<file path="src/batt_pkg.sv">
// Register map, field positions and reset values of the status and alarm bank
package batt_pkg;
   // Register byte addresses on the APB
   localparam logic [7:0] status_addr    = 8'h00;
   localparam logic [7:0] alarm_addr     = 8'h04;
   localparam logic [7:0] mask_addr      = 8'h08;
   localparam logic [7:0] cmd_addr       = 8'h0c;
   localparam logic [7:0] config_addr    = 8'h10;
   localparam logic [7:0] reject_addr    = 8'h14;
   // Battery status word field positions
   localparam int cfg_change_bit   = 5;
   localparam int irq_level_bit    = 4;
   localparam int charge_bit       = 3;
   localparam int discharge_bit    = 2;
   localparam int chg_detect_bit   = 1;
   // Alarm word field positions
   localparam int safety_a_bit     = 15;
   localparam int toggle_bit       = 1;
   // Command register codes
   localparam logic [1:0] cmd_enter = 2'h1;
   localparam logic [1:0] cmd_exit  = 2'h2;
   // Reset values
   localparam logic [15:0] mask_reset   = 16'hffff;
   localparam logic [15:0] config_reset = 16'h0000;
   // Cycles the enter command takes to be processed
   localparam int enter_proc_cycles = 4;
endpackage

</file>
<file path="src/batt_alarm_latch.sv">
// Sixteen write-one-to-clear alarm latches, one per alarm bit
`timescale 1ns/1ps
module batt_alarm_latch #(
   parameter int width = 16
) (
   // Clock and reset
   input  wire logic             pclk,
   input  wire logic             presetn,
   // Set and clear requests
   input  wire logic [width-1:0] set_req,
   input  wire logic [width-1:0] clr_req,
   // Latched value
   output logic      [width-1:0] latched
);
   typedef struct packed {
      logic [width-1:0] bits;
   } latch_state_t;

   latch_state_t st_r;
   latch_state_t st_nxt;

   // Set wins over a clear in the same cycle, so no event is lost
   always_comb begin
      st_nxt = st_r;
      for (int i = 0; i < width; i++) begin
         if (set_req[i]) begin
            st_nxt.bits[i] = 1'b1;
         end else if (clr_req[i]) begin
            st_nxt.bits[i] = 1'b0;
         end
      end
   end

   always_ff @(posedge pclk or negedge presetn) begin
      if (!presetn) begin
         st_r <= '0;
      end else begin
         st_r <= st_nxt;
      end
   end

   assign latched = st_r.bits;
endmodule

</file>
<file path="src/batt_status_bank.sv">
// Battery status word and alarm latch bank on an APB slave
`timescale 1ns/1ps

////////////////////////////////////////////////////////////////////////////
// What this block does
// - Config-change flag sets only after enter command fully processed
// - Config writes accepted only while the config-change flag is one
// - Status bit 4 reads one while the interrupt pin is pulled low
// - Status bit 3 shows whether the charge driver is enabled
// - Status bit 2 shows whether the discharge driver is enabled
// - Status bit 1 shows the debounced charger-detect level
// - Alarm bits hold until the host writes one to them
// - Alarm bit 15 latches on any safety fault group A bit while mask bit 15 is one
// - Any set alarm bit drives the interrupt pin low
// - Toggle alarm latches when debounced charger-detect level changes
module batt_status_bank (
   // APB clock and reset
   input  wire logic        pclk,
   input  wire logic        presetn,
   // APB slave
   input  wire logic        psel,
   input  wire logic        penable,
   input  wire logic        pwrite,
   input  wire logic [7:0]  paddr,
   input  wire logic [31:0] pwdata,
   output logic      [31:0] prdata,
   output logic             pready,
   output logic             pslverr,
   // Device state
   input  wire logic        charge_driver,
   input  wire logic        discharge_driver,
   input  wire logic        charger_detect_level,
   input  wire logic [15:0] safety_fault_a,
   input  wire logic [15:0] other_alarm_set,
   // Interrupt pin, open drain
   output logic             irq_o,
   output logic             irq_oe,
   // Configuration out
   output logic [15:0]      config_word
);
   ////////////////////////////////////////////////////////////////////////
   typedef enum logic [2:0] {
      cm_idle  = 3'b001,
      cm_busy  = 3'b010,
      cm_on    = 3'b100
   } cfg_mode_t;

   typedef struct packed {
      cfg_mode_t   mode;
      logic [2:0]  proc_cnt;
      logic [15:0] mask;
      logic [15:0] config_w;
      logic        rejected;
      logic        chg_det_prev;
      logic        chg_det_seen;
      logic        charge;
      logic        discharge;
      logic        irq_low;
      logic [31:0] rdata;
      logic        ready;
      logic        slverr;
   } bank_state_t;

   bank_state_t st_r;
   bank_state_t st_nxt;

   logic [15:0] alarm_set;
   logic [15:0] alarm_clr;
   logic [15:0] alarms;
   logic        wr_acc;
   logic        rd_acc;
   logic        mapped;
   logic [15:0] status_word;

   localparam logic [2:0] proc_last =
      3'(batt_pkg::enter_proc_cycles - 1);

   // Access phase takes two cycles: pready goes high the cycle after the
   // first access-phase cycle and the transfer ends there
   assign wr_acc = psel && penable && !st_r.ready && pwrite;
   assign rd_acc = psel && penable && !st_r.ready && !pwrite;
   assign mapped = (paddr == batt_pkg::status_addr) ||
                   (paddr == batt_pkg::alarm_addr)  ||
                   (paddr == batt_pkg::mask_addr)   ||
                   (paddr == batt_pkg::cmd_addr)    ||
                   (paddr == batt_pkg::config_addr) ||
                   (paddr == batt_pkg::reject_addr);

   ////////////////////////////////////////////////////////////////////////
   // Alarm triggers; other bits come from sources outside this bank
   always_comb begin
      alarm_set = other_alarm_set & st_r.mask;
      alarm_set[batt_pkg::safety_a_bit] =
         (|safety_fault_a) && st_r.mask[batt_pkg::safety_a_bit];
      alarm_set[batt_pkg::toggle_bit] = st_r.chg_det_seen &&
         (charger_detect_level != st_r.chg_det_prev);
      // Only ones written clear; zeros leave the latch alone
      alarm_clr = (wr_acc && paddr == batt_pkg::alarm_addr) ?
                  pwdata[15:0] : 16'h0000;
   end

   batt_alarm_latch #(
      .width(16)
   ) u_latch (
      .pclk    (pclk),
      .presetn (presetn),
      .set_req (alarm_set),
      .clr_req (alarm_clr),
      .latched (alarms)
   );

   ////////////////////////////////////////////////////////////////////////
   // Live status word seen by software
   always_comb begin
      status_word = 16'h0000;
      status_word[batt_pkg::cfg_change_bit] = (st_r.mode == cm_on);
      status_word[batt_pkg::irq_level_bit]  = st_r.irq_low;
      status_word[batt_pkg::charge_bit]     = st_r.charge;
      status_word[batt_pkg::discharge_bit]  = st_r.discharge;
      status_word[batt_pkg::chg_detect_bit] = st_r.chg_det_prev;
   end

   ////////////////////////////////////////////////////////////////////////
   // Next state of the whole bank
   always_comb begin
      st_nxt = st_r;
      st_nxt.ready  = 1'b0;
      st_nxt.slverr = 1'b0;
      st_nxt.charge       = charge_driver;
      st_nxt.discharge    = discharge_driver;
      st_nxt.chg_det_prev = charger_detect_level;
      st_nxt.chg_det_seen = 1'b1;
      // Pin follows the latches a cycle behind; released when all clear
      st_nxt.irq_low = |alarms;
      // Enter command completes only after its processing delay
      unique case (st_r.mode)
         cm_idle: begin
            st_nxt.proc_cnt = 3'h0;
         end
         cm_busy: begin
            if (st_r.proc_cnt == proc_last) begin
               st_nxt.mode = cm_on;
            end else begin
               st_nxt.proc_cnt = st_r.proc_cnt + 3'h1;
            end
         end
         cm_on: begin
            st_nxt.proc_cnt = 3'h0;
         end
      endcase
      if (psel && penable && !st_r.ready) begin
         st_nxt.ready  = 1'b1;
         st_nxt.slverr = !mapped;
         st_nxt.rdata  = 32'h0000_0000;
      end
      if (rd_acc) begin
         unique case (1'b1)
            paddr == batt_pkg::status_addr:
               st_nxt.rdata = {16'h0000, status_word};
            paddr == batt_pkg::alarm_addr:
               st_nxt.rdata = {16'h0000, alarms};
            paddr == batt_pkg::mask_addr:
               st_nxt.rdata = {16'h0000, st_r.mask};
            paddr == batt_pkg::config_addr:
               st_nxt.rdata = {16'h0000, st_r.config_w};
            paddr == batt_pkg::reject_addr:
               st_nxt.rdata = {31'h0, st_r.rejected};
            default:
               st_nxt.rdata = 32'h0000_0000;
         endcase
      end
      if (wr_acc) begin
         if (paddr == batt_pkg::mask_addr) begin
            st_nxt.mask = pwdata[15:0];
         end
         if (paddr == batt_pkg::cmd_addr) begin
            if (pwdata[1:0] == batt_pkg::cmd_enter &&
                st_r.mode == cm_idle) begin
               st_nxt.mode = cm_busy;
            end else if (pwdata[1:0] == batt_pkg::cmd_exit) begin
               st_nxt.mode = cm_idle;
            end
         end
         if (paddr == batt_pkg::reject_addr && pwdata[0]) begin
            st_nxt.rejected = 1'b0;
         end
         if (paddr == batt_pkg::config_addr) begin
            if (st_r.mode == cm_on) begin
               st_nxt.config_w = pwdata[15:0];
            end else begin
               st_nxt.rejected = 1'b1;
            end
         end
      end
   end

   // Single register stage for all state
   always_ff @(posedge pclk or negedge presetn) begin
      if (!presetn) begin
         st_r.mode         <= cm_idle;
         st_r.proc_cnt     <= 3'h0;
         st_r.mask         <= batt_pkg::mask_reset;
         st_r.config_w     <= batt_pkg::config_reset;
         st_r.rejected     <= 1'b0;
         st_r.chg_det_prev <= 1'b0;
         st_r.chg_det_seen <= 1'b0;
         st_r.charge       <= 1'b0;
         st_r.discharge    <= 1'b0;
         st_r.irq_low      <= 1'b0;
         st_r.rdata        <= 32'h0000_0000;
         st_r.ready        <= 1'b0;
         st_r.slverr       <= 1'b0;
      end else begin
         st_r <= st_nxt;
      end
   end

   ////////////////////////////////////////////////////////////////////////
   // Outputs straight from flip-flops; pin only ever driven low
   assign prdata      = st_r.rdata;
   assign pready      = st_r.ready;
   assign pslverr     = st_r.slverr;
   assign irq_o       = 1'b0;
   assign irq_oe      = st_r.irq_low;
   assign config_word = st_r.config_w;
endmodule

</file>
<file path="config.mk">
export PLATFORM = sky130hd
export DESIGN_NAME = batt_status_bank
export DESIGN_NICKNAME = d
export VERILOG_FILES = /design/src/batt_pkg.sv /design/src/batt_alarm_latch.sv /design/src/batt_status_bank.sv
export SDC_FILE = /design/constraint.sdc
export NUM_CORES = 1
export LEC_CHECK = 0
export BUFFER_PORTS_ARGS = -buffer_cell sky130_fd_sc_hd__buf_2
export CORE_MARGIN = 8
export CORE_UTILIZATION = 55
export DETAILED_ROUTE_END_ITERATION = 8
export GPL_TIMING_DRIVEN = 0
export PLACE_DENSITY = 0.93
export SYNTH_ARGS = -nofsm -noshare
export SYNTH_HDL_FRONTEND = slang
export SYNTH_HIERARCHICAL = 1
export SYNTH_SLANG_ARGS = --single-unit
</file>
<file path="constraint.sdc">
create_clock -name pclk -period 3.5 [get_ports pclk]
set_input_delay 0.175 -clock pclk [delete_from_list [all_inputs] [get_ports pclk]]
set_output_delay 0.175 -clock pclk [all_outputs]
set_load 0.02 [all_outputs]
</file>
==> results by group <==
Worst setup path
  • CP arrival: 2.56 ns
  • CP Launch Type: register
  • Buf/Inv on CP: 2
  • Req. time, crit path: roughly 3.8 ns
  • CP delay by family, top: simple AND/OR/NAND/NOR gates
  • Slowest Stage Delay on Critical Path: 0.49 ns
  • Worst setup EP type: register
  • Crit Path Max Fanout: 10
  • WS Path Type: register to register
  • CP Cell Sequence: nand3b_1, nor3_4, nor4b_4, clkbuf_1, and2_1, inv_1, a21o_1
  • Critical Path Stages: 7
  • Critical-path top delay cell: nor4b_4
  • Reg2reg path depth: 7

Pwr
  • Power Dens Cells: 406 nW/um2
  • Gate power share: 11.3%
  • Internal Power: 1.57 mW
  • Switching power total: 510 uW
  • VDD IR max: around 0.34 mV
  • LEAKAGE: 2.64 nW
  • Clock share of power: 41.3%
  • Seq pwr share: 47.5%
  • Overall Power: between 2 and 2.5 mW
  • Sw Ratio: 24.6%

CTS
  • Hold_buf cts: 4
  • # H-tree levels: 3
  • Setup Buffers After CTS: 0
  • Clock root cell: clkbuf_8
  • CTS sink count: 78
  • Clock Pin Slew Worst Setup and Hold Paths: 0.08 ns
  • Post_cts resized: 0
  • CTS tree: done
  • TritonCTS Buffers: 9
  • Clock latency on the worst-skew pair: 0.37 ns
  • Worst-case clock buffer depth: 2

Timing
  • Final Hold Fails: 0
  • Worst slew margin: 53.3%
  • Min Tclk post-route: 2.30 ns
  • Final setup violation count: 0
  • Slew Viols, Final: 0
  • Unrepaired setup endpoints after global routing: no
  • Clk_skew: 0.0112 ns
  • Final WS setup: 1.20 ns
  • Least-Margin Pin Slew: 0.695 ns
  • Total Neg Setup Slack: 0 ns
  • Fmax: 0.434 GHz
  • Period Utilization, post-route: 65.8%

Layout
  • Antenna cells: 0
  • Final #Nets: slightly below 600
  • Ratio of cells with drive above 1 in the final layout: 44.6%
  • P&R area growth vs syn: 23.7%

Floorplanning
  • Num rows: 31
  • Die Y-Extent: just over 100 um
  • Total die area: 10,500 um2
  • IO Pins: 132
  • Chip Width: 103 um
  • Core area: just over 7000 um2
  • Initial Util: a little under three fifths

Logic synthesis
  • Prevailing post-synth register cell: dfrtp_1
  • Number of synthesized flops with an enable pin: 0
  • Yosys reg bits: 78
  • Async S/R FF share, synth: 100%
  • Synth unique cells: between 40 and 50
  • Mean Syn Cell Area: 10.8 um2
  • Post-synthesis adder-cell area fraction: 0.606%
  • XOR/XNOR Fraction of Synth Area: 0.212%
  • Mapped Cells: around 380
  • Mux cell area share after synthesis: between 10% and 20%
  • Register area share after synthesis: 47.8%
  • Post-synthesis compound-gate area fraction: 12.6%
  • Yosys warnings: 6
  • Synthesized area: 4130 um2
  • Post-Synth Simple-Gate Area: 15.1%
  • Main combinational cell family by area after synthesis: simple AND/OR/NAND/NOR gates

Routing
  • Vias per cell: 5.46
  • WL final: about 11,000 um
  • Wire per inst: approximately 18 um
  • DRT Pass-1 Iters: 4
  • DR iter-0 viols: 168
  • Total number of vias: 3,341
  • DRC Markers: 0
  • DRT antenna net count: 0

GRT
  • Gr usage total: between 20% and 30%
  • Initial antenna violation count: 0
  • First-pass GRT wire length: roughly 17,000 um
  • Vias in the first global route: 3,543
  • Pin count of the biggest net entering global routing: 52
  • Total grt overflow: 0

Run status
  • Status: finished, final reports clean

Placement
  • DP Worst Slack: ~0.96 ns
  • RD Place Congestion: 0.890
  • Detailed Place HPWL: 7830 um
  • # port buffers: between 90 and 100

Worst hold path
  • HP Class: input port to register
  • Worst hold stages: 2

Job
  • Maxcap violations: 0
## area by class of cell
type,instances,area [um2]
Timing Repair Buffer,99,541
Tap cell,99,124
Clock inverter,5,105
Fill cell,509,2140
Inverter,23,86.3
Multi-Input combinational cell,232,1670
Buffer,65,467
Clock buffer,11,151
Sequential cell,78,1970
## metal layers
layer,vias up,global-route usage (%),routed length (um)
li1,1515,-,-
met1,1628,24.5,4140
met2,170,36.8,5440
met3,28,6.21,884
met4,0,10.5,284
met5,-,0,0
## final timing paths
| check | endpoint | slack (ns) | start |
|---|---|---|---|
| min | config_word[11]$_DFFE_PN0P_ | 0.06 | pwdata[11] |
| max reg2reg | u_latch/latched[9]$_DFFE_PN0P_ | 1.20 | pready$_DFF_PN0_ |
| max in group asynchronous | st_r[62]$_DFFE_PN1P_ | 2.61 | presetn |
| max | u_latch/latched[9]$_DFFE_PN0P_ | 1.20 | pready$_DFF_PN0_ |
| min in group asynchronous | config_word[4]$_DFFE_PN0P_ | 0.25 | presetn |
| min reg2reg | prdata[9]$_DFFE_PN0P_ | 0.49 | prdata[9]$_DFFE_PN0P_ |
## flip-flops by register name, summed over array words and instances (netlist names)
| register | cells |
|---|---|
| config_word | 16 |
| irq_oe | 1 |
| prdata | 16 |
| pready | 1 |
| pslverr | 1 |
| st_r | 27 |
| u_latch/latched | 16 |
## power groups by stage
stage,Combinational (mW),Clock (mW),Sequential [mW]
finish,0.234,0.858,0.986
global placement,0.210,0,0.998
floorplan,0.134,0,0.992
global route,0.261,0.902,0.992
CTS,0.234,0.860,0.985
detailed placement,0.227,0,1.00
## kinds of logic (layout without fill, tap and decap cells)
logic type               Yosys count  in the layout
multiplexers                      38             38
AND/OR/NAND/NOR                   99             99
XOR/XNOR                           1              1
buffers and inverters             88            203
adder cells (fa/ha/maj)            2              2
other                              2             18
AO/OA/AOI/OAI                     74             74
flip-flops                        78             78
## cells in the mapped netlist, types with 2 or more instances
master     n  share of area [%]
o21ai_1   10                1.2
a22o_1    11                2.3
a31oi_1    2               0.30
mux2i_1    5                1.2
o21ai_0   14                1.7
clkbuf_1   6               0.55
a21o_1    16                2.9
and2_1    35                5.3
nor3_4     2               0.79
a22oi_1   13                2.4
dfrtp_1   61                 37
dfstp_2   17                 11
buf_4     52                9.4
buf_2      4               0.48
conb_1     2               0.18
nand3b_1   3               0.55
nor2_1     5               0.45
ha_1       2               0.61
nand3_1    4               0.48
mux2_2    33                9.0
a221o_2    3               0.82
nand2_1   22                2.0
inv_1     23                2.1
buf_6      3               0.82
nor3_1     3               0.36
nor2b_1    2               0.30
nor4_1     9                1.4
and3_1     2               0.30
## cells in the final DEF (no fill, tap or decap), types with 5 or more instances in the layout
cell type,netlist,layout
buf_2,4,97
o21ai_0,14,14
a21o_1,16,16
conb_1,2,18
dfrtp_1,61,61
buf_4,52,53
a22oi_1,13,13
nand2_1,22,22
inv_1,23,23
o21ai_1,10,10
dfstp_2,17,17
clkbuf_1,6,6
a22o_1,11,11
mux2_2,33,33
nor2_1,5,5
clkbuf_8,0,11
and2_1,35,35
mux2i_1,5,5
nor4_1,9,9
## stage by stage
step	area, um2	cells	utilization, %	hold slack [ns]
2_1_floorplan	4190	398	-	-0.121
3_3_place_gp	4790	591	66.0	0.283
3_5_place_dp	4820	592	66.4	0.121
4_1_cts	5110	612	70.5	0.0480
5_1_grt	5110	612	70.5	0.0464
6_report	5110	612	70.5	0.0584
Note: power is estimated with default switching activity, not from simulation.
